===== src/include/ptc_regs.vh =====
// Functional notes
// - Function select in timer mode picks pulse width
// - Wide mode joins both timers into one counter
// - Polarity 0 measures low, 1 measures high
// - Prescaled clock gated by selected input level
// - Underflow sets own flag, raises request
// - Per-timer enable blocks its interrupt request
// - Per-timer priority field, levels 0 to 3
// - Timer 1 vectors 000006h, timer 0 000008h
// - Wide mode: timer 0 flag never set
// - Clock output toggles on each selected underflow
// - Source select 0 timer 0, 1 timer 1
// - Wide mode forces combined underflow as source
// - Enable 1 outputs clock, 0 drives high
// - Output enable gating asynchronous to toggle
// - Timer 1 underflow feeds serial clock, divided 32
// - Underflow reloads counter, drives its flag (not timer 0 in wide mode), the clock output if selected, and (timer 1) the serial clock
`ifndef PTC_REGS_VH
`define PTC_REGS_VH
`define PTC_ADDR_CTRL     4'h0
`define PTC_ADDR_T0CFG    4'h1
`define PTC_ADDR_T1CFG    4'h2
`define PTC_ADDR_RELOAD   4'h3
`define PTC_ADDR_COUNT    4'h4
`define PTC_ADDR_IRQ_STAT 4'h5
`define PTC_ADDR_IRQ_MASK 4'h6
`define PTC_ADDR_IRQ_PRIO 4'h7
`define PTC_ADDR_VECTOR   4'h8
`define PTC_CTRL_WIDE     4
`define PTC_CTRL_CHSRC    3
`define PTC_CTRL_OUTEN    2
`define PTC_CFG_CNTMODE   7
`define PTC_CFG_FUNC      6
`define PTC_CFG_POL       5
`define PTC_CFG_PSC_HI    4
`define PTC_CFG_PSC_LO    3
`define PTC_CFG_CONT      2
`define PTC_CFG_PRESET    1
`define PTC_CFG_RUN       0
`define PTC_VEC_T1        24'h000006
`define PTC_VEC_T0        24'h000008
`define PTC_SER_DIV       5'h1f
`define PTC_RESP_OKAY     2'h0
`define PTC_RESP_SLVERR   2'h2
`endif


===== src/rtl/ptc_timer.v =====
// The AXI4-Lite slave port and the register offsets were chosen for this implementation.
`timescale 1ns/1ns
`default_nettype none
`include "ptc_regs.vh"
module ptc_timer (
  input  wire        i_clock,           // System clock, 100 MHz
  input  wire        i_reset_n,         // Async reset, active low
  input  wire [5:0]  i_awaddr,          // Write address
  input  wire        i_awvalid,         // Write address valid
  output wire        o_awready,         // Write address ready
  input  wire [31:0] i_wdata,           // Write data
  input  wire [3:0]  i_wstrb,           // Write strobes
  input  wire        i_wvalid,          // Write data valid
  output wire        o_wready,          // Write data ready
  output reg  [1:0]  o_bresp,           // Write response
  output reg         o_bvalid,          // Write response valid
  input  wire        i_bready,          // Write response ready
  input  wire [5:0]  i_araddr,          // Read address
  input  wire        i_arvalid,         // Read address valid
  output wire        o_arready,         // Read address ready
  output reg  [31:0] o_rdata,           // Read data
  output reg  [1:0]  o_rresp,           // Read response
  output reg         o_rvalid,          // Read data valid
  input  wire        i_rready,          // Read data ready
  input  wire        i_input_port_pin,  // External level input, async
  input  wire        i_osc_tick,        // Source clock enable pulse
  output wire        o_output_port_pin, // Clock output pin
  output wire        o_serial_clock,    // Serial bit clock pulse
  output wire        o_irq,             // Interrupt request level
  output wire [1:0]  o_irq_level,       // Priority of pending request
  output wire [23:0] o_irq_vector       // Vector of pending request
);
  reg  [7:0]  ctrl_r;
  reg  [7:0]  cfg_r [0:1];
  reg  [7:0]  reload_r [0:1];
  reg  [7:0]  count_r [0:1];
  reg  [1:0]  stat_r;
  reg  [1:0]  mask_r;
  reg  [3:0]  prio_r;
  reg  [5:0]  psc_div_r [0:1];
  reg  [2:0]  pin_sync_r;
  reg         pin_level_r;
  reg         timer_clock_output_r;
  reg  [4:0]  ser_cnt_r;
  reg         ser_clk_r;
  reg         aw_got_r;
  reg         w_got_r;
  reg  [5:0]  aw_addr_r;
  reg  [31:0] w_data_r;
  reg  [3:0]  w_strb_r;
  wire        wide;
  wire [1:0]  tick;
  wire [1:0]  underflow;
  wire        sel_uf;
  wire        wr_fire;
  wire        wr_hit;
  wire [3:0]  wr_idx;
  wire [3:0]  rd_idx;
  wire [7:0]  wbyte;
  wire [1:0]  pend;
  reg  [7:0]  rd_val;
  reg  [1:0]  stat_nxt;
  wire [1:0]  stat_set;
  reg         timer_clock_output_nxt;
  reg  [4:0]  ser_cnt_nxt;
  reg         ser_clk_nxt;
  integer     k;

  // Prescaler length for a two-bit divide code
  function [5:0] ptc_psc_max;
    input [1:0] code;
    begin
      case (code)
        2'h0:    ptc_psc_max = 6'h00;
        2'h1:    ptc_psc_max = 6'h03;
        2'h2:    ptc_psc_max = 6'h0f;
        default: ptc_psc_max = 6'h3f;
      endcase
    end
  endfunction

  // Register index inside the decoded window
  function ptc_mapped;
    input [3:0] idx;
    begin
      ptc_mapped = (idx <= `PTC_ADDR_VECTOR);
    end
  endfunction

  // Register words, byte address is index times four:
  //   0 control: wide mode, output source, output enable
  //   1 timer 0 setup: mode, function, polarity, divide, run
  //   2 timer 1 setup: divide, continuous, preset, run
  //   3 reload values, timer 0 low byte, timer 1 high byte
  //   4 live counts, read only
  //   5 sticky flags, write one to clear
  //   6 flag enables
  //   7 priority levels, timer 0 low pair, timer 1 high pair
  //   8 vector of the pending request, read only
  // Only byte lane 0 writes, except the reload word.
  // Unknown indices answer with a slave error.
  // Preset bits are write only and read back as zero.
  // In wide mode timer 1 setup is ignored but for its preset, and its run bit
  // is held low; timer 0 setup steers the joined counter.

  // Wide mode chains timer 1 behind timer 0
  assign wide = ctrl_r[`PTC_CTRL_WIDE];

  // Pin sampled through three stages
  always @(posedge i_clock or negedge i_reset_n) begin
    if (!i_reset_n) begin
      pin_sync_r  <= 3'h0;
      pin_level_r <= 1'b0;
    end else begin
      pin_sync_r <= {pin_sync_r[1:0], i_input_port_pin};
      if (pin_sync_r[1] == pin_sync_r[2])
        pin_level_r <= pin_sync_r[2];
    end
  end

  // Per-timer prescaler and count enable.
  // Pulse width gating only stops the prescaled tick, so
  // the count and reload behave as in plain timer mode.
  // In wide mode timer 1 ticks when timer 0 underflows,
  // which makes the pair one sixteen-bit down counter.
  genvar g;
  generate
    for (g = 0; g < 2; g = g + 1) begin : g_tmr
      wire [7:0] cf = (wide && g == 1) ? cfg_r[0] : cfg_r[g];
      wire       run = (wide && g == 1) ? cfg_r[0][`PTC_CFG_RUN] : cfg_r[g][`PTC_CFG_RUN];
      wire       psc_tick = run && i_osc_tick && (psc_div_r[g] == ptc_psc_max(cf[4:3]));
      wire       pw_gate = (g == 1 && !wide) || !cf[`PTC_CFG_FUNC] || cf[`PTC_CFG_CNTMODE] ||
                           (pin_level_r == cf[`PTC_CFG_POL]);
      wire       t0_tick = psc_tick && pw_gate;
      assign tick[g] = (g == 1 && wide) ? (tick[0] && count_r[0] == 8'h00) : t0_tick;
      assign underflow[g] = tick[g] && count_r[g] == 8'h00;
    end
  endgenerate

  assign sel_uf = wide ? underflow[1] : underflow[ctrl_r[`PTC_CTRL_CHSRC]];

  // Counters, prescalers and run control.
  // One-shot timers drop their run bit on underflow;
  // a preset copies the reload value into the counter.
  always @(posedge i_clock or negedge i_reset_n) begin
    if (!i_reset_n) begin
      for (k = 0; k < 2; k = k + 1) begin
        cfg_r[k]     <= 8'h00;
        reload_r[k]  <= 8'h00;
        count_r[k]   <= 8'h00;
        psc_div_r[k] <= 6'h00;
      end
      ctrl_r <= 8'h00;
      prio_r <= 4'h0;
      mask_r <= 2'h0;
    end else begin
      for (k = 0; k < 2; k = k + 1) begin
        if (i_osc_tick && cfg_r[k][`PTC_CFG_RUN])
          psc_div_r[k] <= (psc_div_r[k] == ptc_psc_max(cfg_r[k][4:3])) ? 6'h00
                          : psc_div_r[k] + 6'h01;
        if (underflow[k])
          count_r[k] <= reload_r[k];
        else if (tick[k])
          count_r[k] <= count_r[k] - 8'h01;
        if (underflow[k] && !cfg_r[k][`PTC_CFG_CONT] && !(wide && k == 0))
          cfg_r[k][`PTC_CFG_RUN] <= 1'b0;
      end
      if (wide && underflow[1] && !cfg_r[0][`PTC_CFG_CONT])
        cfg_r[0][`PTC_CFG_RUN] <= 1'b0;
      if (wide)
        cfg_r[1][`PTC_CFG_RUN] <= 1'b0;
      cfg_r[0][`PTC_CFG_PRESET] <= 1'b0;
      cfg_r[1][`PTC_CFG_PRESET] <= 1'b0;
      if (wr_fire && wr_hit && w_strb_r[0]) begin
        case (wr_idx)
          `PTC_ADDR_CTRL:     ctrl_r <= {3'h0, wbyte[4:0]};
          `PTC_ADDR_T0CFG:    cfg_r[0] <= wbyte;
          `PTC_ADDR_T1CFG:    cfg_r[1] <= {3'h0, wbyte[4:0]};
          `PTC_ADDR_RELOAD:   {reload_r[1], reload_r[0]} <= w_data_r[15:0];
          `PTC_ADDR_IRQ_MASK: mask_r <= wbyte[1:0];
          `PTC_ADDR_IRQ_PRIO: prio_r <= wbyte[3:0];
          default: ;
        endcase
        if (wr_idx == `PTC_ADDR_T0CFG && wbyte[`PTC_CFG_PRESET])
          count_r[0] <= reload_r[0];
        if (wr_idx == `PTC_ADDR_T1CFG && wbyte[`PTC_CFG_PRESET])
          count_r[1] <= reload_r[1];
      end
    end
  end

  // Underflow events; wide mode never flags timer 0
  assign stat_set = {underflow[1], underflow[0] && !wide};

  // Next flags, a same-cycle event beats the clear
  always @* begin
    stat_nxt = stat_r;
    if (wr_fire && wr_hit && w_strb_r[0] && wr_idx == `PTC_ADDR_IRQ_STAT)
      stat_nxt = stat_r & ~wbyte[1:0];
    stat_nxt = stat_nxt | stat_set;
  end

  // Sticky flags
  always @(posedge i_clock or negedge i_reset_n) begin
    if (!i_reset_n) begin
      stat_r <= 2'h0;
    end else begin
      stat_r <= stat_nxt;
    end
  end

  // Request level, priority and vector of the pending flag.
  // Timer 1 wins when both are pending, as its vector is lower.

  assign pend = stat_r & mask_r;
  assign o_irq = |pend;
  assign o_irq_level = pend[1] ? prio_r[3:2] : prio_r[1:0];
  assign o_irq_vector = pend[1] ? `PTC_VEC_T1 : (pend[0] ? `PTC_VEC_T0 : 24'h000000);

  // Next toggle and serial divider state
  always @* begin
    timer_clock_output_nxt    = timer_clock_output_r;
    ser_cnt_nxt = ser_cnt_r;
    ser_clk_nxt = underflow[1] && ser_cnt_r == `PTC_SER_DIV;
    if (sel_uf)
      timer_clock_output_nxt = ~timer_clock_output_r;
    if (underflow[1])
      ser_cnt_nxt = ser_cnt_r + 5'h01;
  end

  // Clock output toggle and serial divider.
  // The serial side sees one pulse per 32 timer 1 underflows.
  always @(posedge i_clock or negedge i_reset_n) begin
    if (!i_reset_n) begin
      timer_clock_output_r    <= 1'b0;
      ser_cnt_r <= 5'h00;
      ser_clk_r <= 1'b0;
    end else begin
      timer_clock_output_r    <= timer_clock_output_nxt;
      ser_cnt_r <= ser_cnt_nxt;
      ser_clk_r <= ser_clk_nxt;
    end
  end

  assign o_serial_clock = ser_clk_r;
  // Gating not resynchronised to the toggle, so edges may glitch
  assign o_output_port_pin = ctrl_r[`PTC_CTRL_OUTEN] ? timer_clock_output_r : 1'b1;

  // AXI write channel capture.
  // Address and data are held apart until both have arrived;
  // neither channel is taken again while a response waits.
  assign o_awready = !aw_got_r && !o_bvalid;
  assign o_wready  = !w_got_r && !o_bvalid;
  assign wr_fire   = aw_got_r && w_got_r && !o_bvalid;
  assign wr_idx    = aw_addr_r[5:2];
  assign wr_hit    = ptc_mapped(wr_idx);
  assign wbyte     = w_data_r[7:0];
  always @(posedge i_clock or negedge i_reset_n) begin
    if (!i_reset_n) begin
      aw_got_r  <= 1'b0;
      w_got_r   <= 1'b0;
      aw_addr_r <= 6'h00;
      w_data_r  <= 32'h0;
      w_strb_r  <= 4'h0;
      o_bvalid  <= 1'b0;
      o_bresp   <= 2'h0;
    end else begin
      if (i_awvalid && o_awready) begin
        aw_got_r  <= 1'b1;
        aw_addr_r <= i_awaddr;
      end
      if (i_wvalid && o_wready) begin
        w_got_r  <= 1'b1;
        w_data_r <= i_wdata;
        w_strb_r <= i_wstrb;
      end
      if (wr_fire) begin
        aw_got_r <= 1'b0;
        w_got_r  <= 1'b0;
        o_bvalid <= 1'b1;
        o_bresp  <= wr_hit ? `PTC_RESP_OKAY : `PTC_RESP_SLVERR;
      end else if (o_bvalid && i_bready) begin
        o_bvalid <= 1'b0;
      end
    end
  end

  // Read mux for the byte-wide registers
  assign rd_idx = i_araddr[5:2];
  always @* begin
    case (rd_idx)
      `PTC_ADDR_CTRL:     rd_val = {3'h0, ctrl_r[4:0]};
      `PTC_ADDR_T0CFG:    rd_val = cfg_r[0] & 8'hfd;
      `PTC_ADDR_T1CFG:    rd_val = cfg_r[1] & 8'h1d;
      `PTC_ADDR_COUNT:    rd_val = count_r[0];
      `PTC_ADDR_IRQ_STAT: rd_val = {6'h00, stat_r};
      `PTC_ADDR_IRQ_MASK: rd_val = {6'h00, mask_r};
      `PTC_ADDR_IRQ_PRIO: rd_val = {4'h0, prio_r};
      default:            rd_val = 8'h00;
    endcase
  end

  assign o_arready = !o_rvalid;
  // Read response, one cycle after address.
  // Data is latched with the address, so it holds while waiting.
  always @(posedge i_clock or negedge i_reset_n) begin
    if (!i_reset_n) begin
      o_rvalid <= 1'b0;
      o_rdata  <= 32'h0;
      o_rresp  <= 2'h0;
    end else if (i_arvalid && o_arready) begin
      o_rvalid <= 1'b1;
      o_rresp  <= ptc_mapped(rd_idx) ? `PTC_RESP_OKAY : `PTC_RESP_SLVERR;
      if (rd_idx == `PTC_ADDR_RELOAD)
        o_rdata <= {16'h0, reload_r[1], reload_r[0]};
      else if (rd_idx == `PTC_ADDR_COUNT)
        o_rdata <= {16'h0, count_r[1], count_r[0]};
      else if (rd_idx == `PTC_ADDR_VECTOR)
        o_rdata <= {8'h00, o_irq_vector};
      else
        o_rdata <= {24'h0, rd_val};
    end else if (o_rvalid && i_rready) begin
      o_rvalid <= 1'b0;
    end
  end
endmodule
`default_nettype wire


===== config.mk =====
export PLATFORM = sky130hd
export DESIGN_NAME = ptc_timer
export DESIGN_NICKNAME = d
export VERILOG_FILES = /design/src/rtl/ptc_timer.v
export VERILOG_INCLUDE_DIRS = /design/src /design/src/include
export SDC_FILE = /design/constraint.sdc
export NUM_CORES = 1
export LEC_CHECK = 0
export ABC_AREA = 1
export BUFFER_PORTS_ARGS = -buffer_cell sky130_fd_sc_hd__buf_2
export CORE_MARGIN = 2
export CORE_UTILIZATION = 38
export DETAILED_ROUTE_END_ITERATION = 7
export SYNTH_ARGS = -nofsm -noshare
export SYNTH_HDL_FRONTEND = slang
export SYNTH_SLANG_ARGS = --single-unit
export TNS_END_PERCENT = 100

===== constraint.sdc =====
create_clock -name i_clock -period 2.1 [get_ports i_clock]
set_input_delay 0 -clock i_clock [delete_from_list [all_inputs] [get_ports i_clock]]
set_output_delay 0 -clock i_clock [all_outputs]
set_load 0.005 [all_outputs]

==> results.md, run 1 <==
• 0 — max cap viols
• 17 — Inserted Clock Buffers
• 1013 — count of placed standard cells including taps
• 0.510 GHz — maximum frequency from static timing analysis
• 17500 um2 — total die area
• 46 — number of standard-cell rows in the floorplan
• 132 um — height of the chip
• reg2reg — category of the most critical setup path
• 7750 um2 — final standard cell area without fillers
• 4.63 — Via-to-Cell Ratio
• 1210 nW/um2 — Pwr per Cell Area
• 10500 um — Final HPWL DP
• 4534 — vias in the first global route
• 6760 um2 — Area after DPL
• 132 um — x dimension of the die
• 0.934 — period utilization
• 127 — ports placed on the boundary
• 9 — Crit Path Max Fanout
• 8.53 um2 — average size of a mapped cell
• 0.881 — routability congestion estimate from global placement
• 2.40 ns — critical path required time
• 0.488 — share of the synthesized area in the top cell type
• 0.484 — share of the core filled with cells
• 0.00982 ns — worst setup skew after layout
• 23.8% — area added between synthesis and finish
• 48 — post-synth cell types
• 23200 um — wire length of the first global-routing pass
• flop — type of destination of the critical path
• 0.14 ns — worst-case register-to-register setup slack
• 16000 um2 — area of the core region
• 0 — initial antenna violation count
• 1.96 ns — Tmin final
• no — setup repair after global routing missed its margin
• 1.00 — share of async-settable or async-resettable flops after synthesis
• 0.00373 uW — leakage power figure
• count_r[8] — launch point of the critical path
• 122 — number of storage elements in the synthesis netlist
• 0.488 — share of the yosys chip area belonging to registers
• 0 — number of diodes added for antenna fixing
• 59 — pin count of the biggest net entering global routing
• 0 — number of antenna-violating nets in the routed design
• 0.581 — relative slew slack
• clkbuf_16 — cell at the root of the clock tree
• 6260 um2 — Post-Syn Area
• 4 — H-tree levels
• count_r[8] — worst flop-to-flop path startpoint
• 122 — total clock sinks
• in2reg — classification of the worst-slack hold path
• nand2_1 — most common cell after layout, fill and taps aside
• 0.139 ns — post-route setup slack
• 1077 — non-filler cells, final
• 0 — overflow left after global routing
• 0 — number of hold violations in the final report
• 0.200 — ratio of cells with drive above 1 in the final layout
• 733 — cells after synthesis
• 0.42 ns — clock latency reported for the late side of the worst-skew pair
• 13.2 um — routed length per placed instance
• dfrtp_1 — area leader, netlist
• 0.622 ns — slew at the pin with the worst max-slew slack
• 0.06 ns — clock-pin slew reported for the worst setup and hold paths after clock tree synthesis
• 0.168 — global-route usage over all layers
• 0.391 — Initial Utilization
• nand2_1, dfrtp_1, nor2_1 — top library cells by usage in the layout, fill and taps aside
• 0 — number of failing setup endpoints in the final timing report
• 0 — warnings from Yosys
• flop — CP Launch Type
• 0 ns — Setup TNS
• 2.26 ns — Worst Path Arrival
• 4 — detailed-router iteration count before antenna repair
• completed — result of the run
• 14200 um — overall routed net length
• 0 — DRC Markers
• 2 — number of buffers on the longest clock path
• dfrtp_1, nand2_1, buf_4, o21ai_0, nor2_1 — biggest area contributors in the synthesized netlist
• 4983 — DR vias
• i_awvalid — launch instance of the worst min-delay path
• 0.0910 ns — pre-CTS setup slack
• 0 — max-slew violation total from the final report
• 911 — count of nets after finishing
• 1597 — Fill cells
• 0 — count of flip-flops with a built-in enable after synthesis
• 261 — number of DRC violations after detailed-routing iteration 0
• 64 — IO Port Bufs
• yes — CTS tree
• 0.670 mV — IR Drop Worst-Case VDD
• dfrtp_1 — dominant synthesized flop cell
## sequential cells by signal, summed over array words and instances (netlist names), 5 cells and up
register   flops
count_r       16
ctrl_r         5
g_tmr.cf       7
o_rdata       16
psc_div_r     12
reload_r      16
ser_cnt_r      5
w_data_r      16
## report_power, final
group	leakage, uW	internal (uW)	total, uW	switching [uW]
clock	0.000318	2140	3190	1050
combinational	0.00187	1040	2510	1470
sequential	0.00154	3060	3670	607
## path summary, 6_finish.rpt
path                            cells past startpoint            end
worst max register to register                     12     count_r[4]
min in group asynchronous                           2   psc_div_r[3]
worst min register to register                      0  pin_sync_r[1]
max in group asynchronous                           3     o_rdata[8]
worst max-delay path                               12     count_r[4]
worst min-delay path                                3       aw_got_r
## stage by stage
stage	hold slack, ns	power (uW)
4_1_cts	0.00192	9400
3_5_place_dp	-0.00595	6130
2_1_floorplan	-0.296	5370
3_3_place_gp	-0.0137	6090
5_1_grt	0.0568	10000
6_report	0.0147	9370
## worst max-delay path: stages, from the launching register on
cell and delay [ns]:
dfrtp_1 0.38, inv_1 0.10, ha_2 0.19, nand4_1 0.14
nor3_2 0.14, buf_4 0.15, nand4_4 0.11, nand2_4 0.14
nand3_4 0.15, nand2_8 0.16, inv_6 0.07, nand2_2 0.06
o21ai_2 0.05
## per-layer routing
layer	GRT usage	wire length, um	vias up
li1	-	-	2544
met1	0.245	7210	2313
met2	0.244	6170	112
met3	0.0431	629	14
met4	0.0556	187	0
met5	0	0	-
## layout make-up
class / instances / area [um2] / share of cell area
Sequential cell: 122 / 3050 / 0.394
Multi-Input combinational cell: 509 / 2660 / 0.343
Timing Repair Buffer: 112 / 778 / 0.100
Clock buffer: 22 / 494 / 0.0638
Inverter: 86 / 328 / 0.0423
Tap cell: 216 / 270 / 0.0349
Clock inverter: 10 / 163 / 0.0210
## kinds of logic after synthesis
group,Yosys count,synth area share
other,1,0.000599
xor gates and xnor gates,19,0.0266
DFF,122,0.488
adders and majority gates,7,0.0136
muxes,12,0.0228
AOI/OAI and AO/OA,132,0.121
buffers and inverters,140,0.112
and+or+nand+nor,300,0.215
## timing repair
action | in CTS | in global routing
resized for setup | 0 | 4
buffers inserted | 0 | 4
hold endpoints to repair | 115 | 0
hold buffers | 28 | 0
endpoints found under the setup margin | 0 | 10
## synth_stat cells (7+ instances only)
| cell | instances |
|---|---|
| dfrtp_1 | 122 |
| nor2_1 | 76 |
| o21ai_0 | 61 |
| inv_1 | 75 |
| nand3_1 | 31 |
| o21ai_1 | 7 |
| buf_4 | 41 |
| a21oi_1 | 28 |
| nand2_2 | 8 |
| inv_2 | 9 |
| a31oi_1 | 9 |
| mux2_2 | 10 |
| nand2_1 | 152 |
| xor2_1 | 16 |
| clkbuf_1 | 8 |
(Power assumes the default switching activity.)
==> inputs of run 2 (changes only) <==
==> constraint.sdc (replaced) <==
create_clock -name i_clock -period 2.1 [get_ports i_clock]
set_input_delay 0.21 -clock i_clock [delete_from_list [all_inputs] [get_ports i_clock]]
set_output_delay 0.21 -clock i_clock [all_outputs]
set_load 0.005 [all_outputs]
==> results.md, run 2 (synthesis results as in run 1) <==
• completed — result of the run
• count_r[8] — worst flop-to-flop path startpoint
• 2 — number of buffers on the longest clock path, unchanged
• in2reg — classification of the worst-slack hold path
• 12 — length in cells of the worst reg-to-reg path, unchanged
• i_wdata[12] — launch instance of the worst min-delay path
• nand2_1, dfrtp_1, nor2_1 — top library cells by usage in the layout, fill and taps aside
• flop — type of destination of the critical path
• 0.938 — period utilization, +0.00398
• 4 — H-tree levels, unchanged
• clkbuf_16 — cell at the root of the clock tree
• 4451 — vias in the first global route, -1.8%
• 9 — Crit Path Max Fanout, unchanged
• 0 — number of antenna-violating nets in the routed design, unchanged
• 0 — number of failing setup endpoints in the final timing report, unchanged
• yes — setup repair after global routing missed its margin
• 334 — number of DRC violations after detailed-routing iteration 0, +28%
• 4 — detailed-router iteration count before antenna repair, unchanged
• 0 — overflow left after global routing, unchanged
• 6760 um2 — Area after DPL, unchanged
• 0.552 — relative slew slack, -0.0293
• count_r[7] — RR Endpoint
• 17500 um2 — total die area, unchanged
• 0.13 ns — worst-case register-to-register setup slack, about the same
• yes — CTS tree
• 4.61 — Via-to-Cell Ratio, -0.35%
• 0.166 — global-route usage over all layers, -0.00270
• 22800 um — wire length of the first global-routing pass, -1.8%
• 888 — count of nets after finishing, -2.5%
• w_data_r[12] — terminating pin of the worst hold path
• 0.857 — routability congestion estimate from global placement, -2.7%
• 0.655 mV — IR Drop Worst-Case VDD, -2.2%
• 17 — Inserted Clock Buffers, unchanged
• 13.3 um — routed length per placed instance, +1.3%
• 0.666 ns — slew at the pin with the worst max-slew slack, +0.0436 ns
• 0 — number of hold violations in the final report, unchanged
• 0 — max-slew violation total from the final report, unchanged
• 1594 — Fill cells, -0.19%
• 2 — hold-critical path depth, -1
• 64 — IO Port Bufs, unchanged
• flop — CP Launch Type
• 0.391 — Initial Utilization, unchanged
• 1210 nW/um2 — Pwr per Cell Area, +0.21%
• 122 — total clock sinks, unchanged
• 14100 um — overall routed net length, -1.0%
• 2.27 ns — Worst Path Arrival, about the same
• 0.0222 ns — Hold Worst Slack, +0.00749 ns
• 123 — pin count of the biggest net entering global routing, +110%
• 16000 um2 — area of the core region, unchanged
• 0.05 ns — clock-pin slew reported for the worst setup and hold paths after clock tree synthesis, about the same
• 2.41 ns — critical path required time, about the same
• 0 — initial antenna violation count, unchanged
• 0 — max cap viols, unchanged
• 0.508 GHz — maximum frequency from static timing analysis, -0.42%
• 10200 um — Final HPWL DP, -3.4%
• 127 — ports placed on the boundary, unchanged
• 132 um — x dimension of the die, unchanged
• 1.97 ns — Tmin final, +0.00835 ns
• 46 — number of standard-cell rows in the floorplan, unchanged
• 132 um — height of the chip, unchanged
• 0.204 — ratio of cells with drive above 1 in the final layout, +0.00453
• 7450 um2 — final standard cell area without fillers, -3.8%
• reg2reg — category of the most critical setup path
• 0.42 ns — clock latency reported for the late side of the worst-skew pair, about the same
• nand2_1 — most common cell after layout, fill and taps aside
• 0 — DRC Markers, unchanged
• 0 — number of diodes added for antenna fixing, unchanged
• 0.00359 uW — leakage power figure, -3.7%
• 4855 — DR vias, -2.6%
• 0.00723 ns — worst setup skew after layout, -0.00259 ns
• 19.1% — area added between synthesis and finish
==> run 2: cell types whose count changed in the layout (fill, tap and decap cells not counted), moves of 2 or more <==
cell / delta
bufinv_16: -2
clkbuf_1: +3
clkinv_4: -2
dlygate4sd3_1: -24
==> run 2: power by group <==
part / switching, uW / total (uW) / internal [uW]
Clock: 1000 / 2860 / 1860
Combinational: 1460 / 2480 / 1020
Sequential: 631 / 3700 / 3070
==> run 2: timing repair <==
| item | 4_1_cts | 5_1_grt |
|---|---|---|
| endpoints found under the setup margin | 0 | 11 |
| buffers inserted | 0 | 5 |
| endpoints found under the hold margin | 125 | 0 |
| hold buffers | 4 | 0 |
| gates resized for setup | 0 | 8 |
==> run 2: cell type report <==
class | instances | area, um2 | share of cell area
clock buffer | 24 | 492 | 0.0660
clock inverter | 7 | 90.1 | 0.0121
inverter | 86 | 330 | 0.0443
multi-input combinational | 509 | 2670 | 0.358
sequential | 122 | 3060 | 0.410
tap | 216 | 270 | 0.0363
timing repair buffer | 89 | 546 | 0.0732
==> run 2: metrics by stage <==
step | setup TNS [ns] | util | setup WS (ns) | cells | power (uW)
floorplan | 0 | - | 0.343 | 771 | 5370
global placement | 0 | 0.423 | 0.110 | 1013 | 6080
detailed placement | 0 | 0.423 | 0.114 | 1013 | 6140
CTS | 0 | 0.461 | 0.0921 | 1048 | 9040
global route | -0.0722 | 0.466 | -0.0244 | 1053 | 9690
finish | 0 | 0.466 | 0.131 | 1053 | 9040
==> run 2: how the worst max path moves through the flow <==
stage / slack (ns) / to / from / cells past startpoint
global placement: 0.11 / count_r[5] / count_r[8] / 12
global route: -0.02 / count_r[7] / count_r[8] / 12
finish: 0.13 / count_r[7] / count_r[8] / 12
floorplan: 0.34 / count_r[6] / count_r[8] / 10
detailed placement: 0.11 / count_r[2] / count_r[8] / 12
CTS: 0.09 / count_r[2] / count_r[8] / 12
==> run 2: critical path: stages (launching register included) <==
cell and delay (ns):
dfrtp_1 0.42, inv_2 0.10, ha_4 0.13, nand4_1 0.13, nor3_2 0.20, buf_4 0.15
nand4_4 0.11, nand2_4 0.15, nand3_4 0.15, nand2_8 0.16, inv_8 0.06, nand2_2 0.05
o21ai_2 0.05
==> run 2: metal layers <==
| layer | track usage | routed length [um] |
|---|---|---|
| met3 | 0.0373 | 609 |
| met4 | 0.0502 | 160 |
| met2 | 0.245 | 6240 |
| met1 | 0.242 | 7040 |
| met5 | 0 | 0 |
==> inputs of run 3 (changes only) <==
--- a/config.mk
+++ b/config.mk
@@ -9,8 +9,9 @@
 export ABC_AREA = 1
 export BUFFER_PORTS_ARGS = -buffer_cell sky130_fd_sc_hd__buf_2
 export CORE_MARGIN = 2
-export CORE_UTILIZATION = 38
+export CORE_UTILIZATION = 50
 export DETAILED_ROUTE_END_ITERATION = 7
+export PLACE_DENSITY = 0.74
 export SYNTH_ARGS = -nofsm -noshare
 export SYNTH_HDL_FRONTEND = slang
 export SYNTH_SLANG_ARGS = --single-unit
==> results.md, run 3 (synthesis results as in run 1) <==
• completed — result of the run
• 0.586 ns — slew at the pin with the worst max-slew slack, -0.0793 ns
• yes — CTS tree
• 0.613 mV — IR Drop Worst-Case VDD, -6.4%
• 10200 um — Final HPWL DP, -0.37%
• 0 — number of antenna-violating nets in the routed design, unchanged
• 0.42 ns — clock latency reported for the late side of the worst-skew pair, about the same
• 1080 — Fill cells, -32%
• 13600 um — overall routed net length, -3.0%
• 0.00360 uW — leakage power figure, +0.17%
• 13.6 um — routed length per placed instance, +1.7%
• 116 um — height of the chip, -12%
• 329 — number of DRC violations after detailed-routing iteration 0, -1.5%
• 5009 — DR vias, +3.2%
• 4 — H-tree levels, unchanged
• 22700 um — wire length of the first global-routing pass, -0.45%
• 0 — max-slew violation total from the final report, unchanged
• 0.276 — power share of the combinational group, +0.002
• 0 — max cap viols, unchanged
• 0.515 GHz — maximum frequency from static timing analysis, +1.5%
• 0.606 — relative slew slack, +0.0534
• 127 — ports placed on the boundary, unchanged
• clkbuf_16 — cell at the root of the clock tree
• 0 — overflow left after global routing, unchanged
• 2 — number of buffers on the longest clock path, unchanged
• in2reg — classification of the worst-slack hold path
• 12100 um2 — area of the core region, -24%
• 0 — number of failing setup endpoints in the final timing report, unchanged
• 17 — Inserted Clock Buffers, unchanged
• 2.25 ns — Worst Path Arrival, -0.02 ns
• 46 — pin count of the biggest net entering global routing, -63%
• 2.41 ns — critical path required time, about the same
• 0 ns — Setup TNS, unchanged
• 0.517 — Initial Utilization, +0.126
• 0.317 — Clock Power Share, about the same
• 9040 uW — power consumption, about the same
• 116 um — x dimension of the die, -12%
• 0 — initial antenna violation count, unchanged
• 4 — detailed-router iteration count before antenna repair, unchanged
• no — setup repair after global routing missed its margin
• 0.407 — part of the total power dissipated in sequential elements, -0.002
• nand2_1, dfrtp_1, nor2_1 — top library cells by usage in the layout, fill and taps aside
• 886 — count of nets after finishing, -0.23%
• 0.0108 ns — worst setup skew after layout, +0.00354 ns
• 1.94 ns — Tmin final, -0.0292 ns
• 0.924 — period utilization, -0.0139
• 0.06 ns — clock-pin slew reported for the worst setup and hold paths after clock tree synthesis, about the same
• 0 — number of hold violations in the final report, unchanged
• 0.914 — routability congestion estimate from global placement, +6.7%
• 3190 uW — P_sw, +3.3%
• 0.16 ns — worst-case register-to-register setup slack, +0.03 ns
• 122 — total clock sinks, unchanged
• 0.0224 ns — Hold Worst Slack, +0.000207 ns
• 4681 — vias in the first global route, +5.2%
• 0.160 ns — post-route setup slack, +0.0292 ns
• nand2_1 — most common cell after layout, fill and taps aside
• 0.220 — global-route usage over all layers, +0.0547
• 0.170 ns — pre-CTS setup slack, +0.0557 ns
• 0.202 — ratio of cells with drive above 1 in the final layout, -0.00215
• 7370 um2 — final standard cell area without fillers, -1.1%
• 0 — number of diodes added for antenna fixing, unchanged
• 9 — Crit Path Max Fanout, unchanged
• 4.99 — Via-to-Cell Ratio, +8.2%
• 0.353 — switching fraction of total power, +0.0112
• 17.8% — area added between synthesis and finish
• 40 — number of standard-cell rows in the floorplan, -13%
• 1230 nW/um2 — Pwr per Cell Area, +1.1%
• flop — CP Launch Type
• reg2reg — category of the most critical setup path
• 5850 uW — cell internal pwr, -1.7%
• flop — type of destination of the critical path
• 13400 um2 — total die area, -23%
• 64 — IO Port Bufs, unchanged
• 0 — DRC Markers, unchanged
• 6720 um2 — Area after DPL, -0.59%
-- run 3: cell types whose count changed in the layout (fill, tap and decap cells not counted), moves of 2 or more --
| cell | delta |
|---|---|
| buf_4 | -3 |
| clkbuf_1 | -3 |
| clkbuf_8 | -3 |
| clkinv_4 | +2 |
| dfrtp_1 | +2 |
| dfrtp_2 | -2 |
| inv_6 | +4 |
-- run 3: timing repair --
action,CTS,global route
endpoints found under the hold margin,28,0
setup buffers,0,2
hold buffers,4,0
resized for setup,0,1
setup endpoints to repair,0,2
-- run 3: power by group through the flow --
stage / clock [uW] / combinational, uW / sequential (uW)
2_1_floorplan: 0 / 1840 / 3520
3_3_place_gp: 0 / 2370 / 3680
3_5_place_dp: 0 / 2460 / 3700
4_1_cts: 2910 / 2480 / 3670
5_1_grt: 3020 / 2870 / 3770
6_report: 2860 / 2500 / 3680
-- run 3: final timing paths --
kind                               start             to  cells past startpoint
max                           count_r[8]     count_r[5]                     12
min                          i_wdata[13]   w_data_r[13]                      2
max reg2reg                   count_r[8]     count_r[5]                     12
min reg2reg                pin_sync_r[0]  pin_sync_r[1]                      0
max in group asynchronous      i_reset_n     o_rresp[1]                      3
min in group asynchronous      i_reset_n    w_data_r[2]                      2
-- run 3: critical path, stage by stage, from the launching register on --
cell and delay, ns:
dfrtp_1 0.41, inv_1 0.09, ha_1 0.17, nand4_1 0.15
nor3_2 0.13, buf_4 0.14, nand4_2 0.12, nand2_4 0.15
nand3_4 0.14, nand2_8 0.14, inv_6 0.06, nand2_2 0.06
o21ai_2 0.05
-- run 3: layout make-up --
| cell class | count | area, um2 | area share |
|---|---|---|---|
| Multi-Input combinational cell | 509 | 2650 | 0.359 |
| Inverter | 86 | 328 | 0.0445 |
| Tap cell | 168 | 210 | 0.0285 |
| Clock buffer | 18 | 439 | 0.0596 |
| Sequential cell | 122 | 3050 | 0.414 |
| Timing Repair Buffer | 87 | 543 | 0.0737 |
| Clock inverter | 14 | 146 | 0.0199 |
-- run 3: per-layer routing --
layer,vias to the layer above,share of wire,GRT usage
met2,175,0.44,0.334
met3,25,0.061,0.0434
met5,-,0,0
li1,2493,-,-
met1,2316,0.48,0.313
met4,0,0.023,0.0881
-- run 3: metrics by stage --
step | cells | utilization
after global routing | 1004 | 0.608
after floorplan | 771 | -
after CTS | 1002 | 0.607
after detailed placement | 966 | 0.555
final | 1004 | 0.608
after global placement | 966 | 0.555
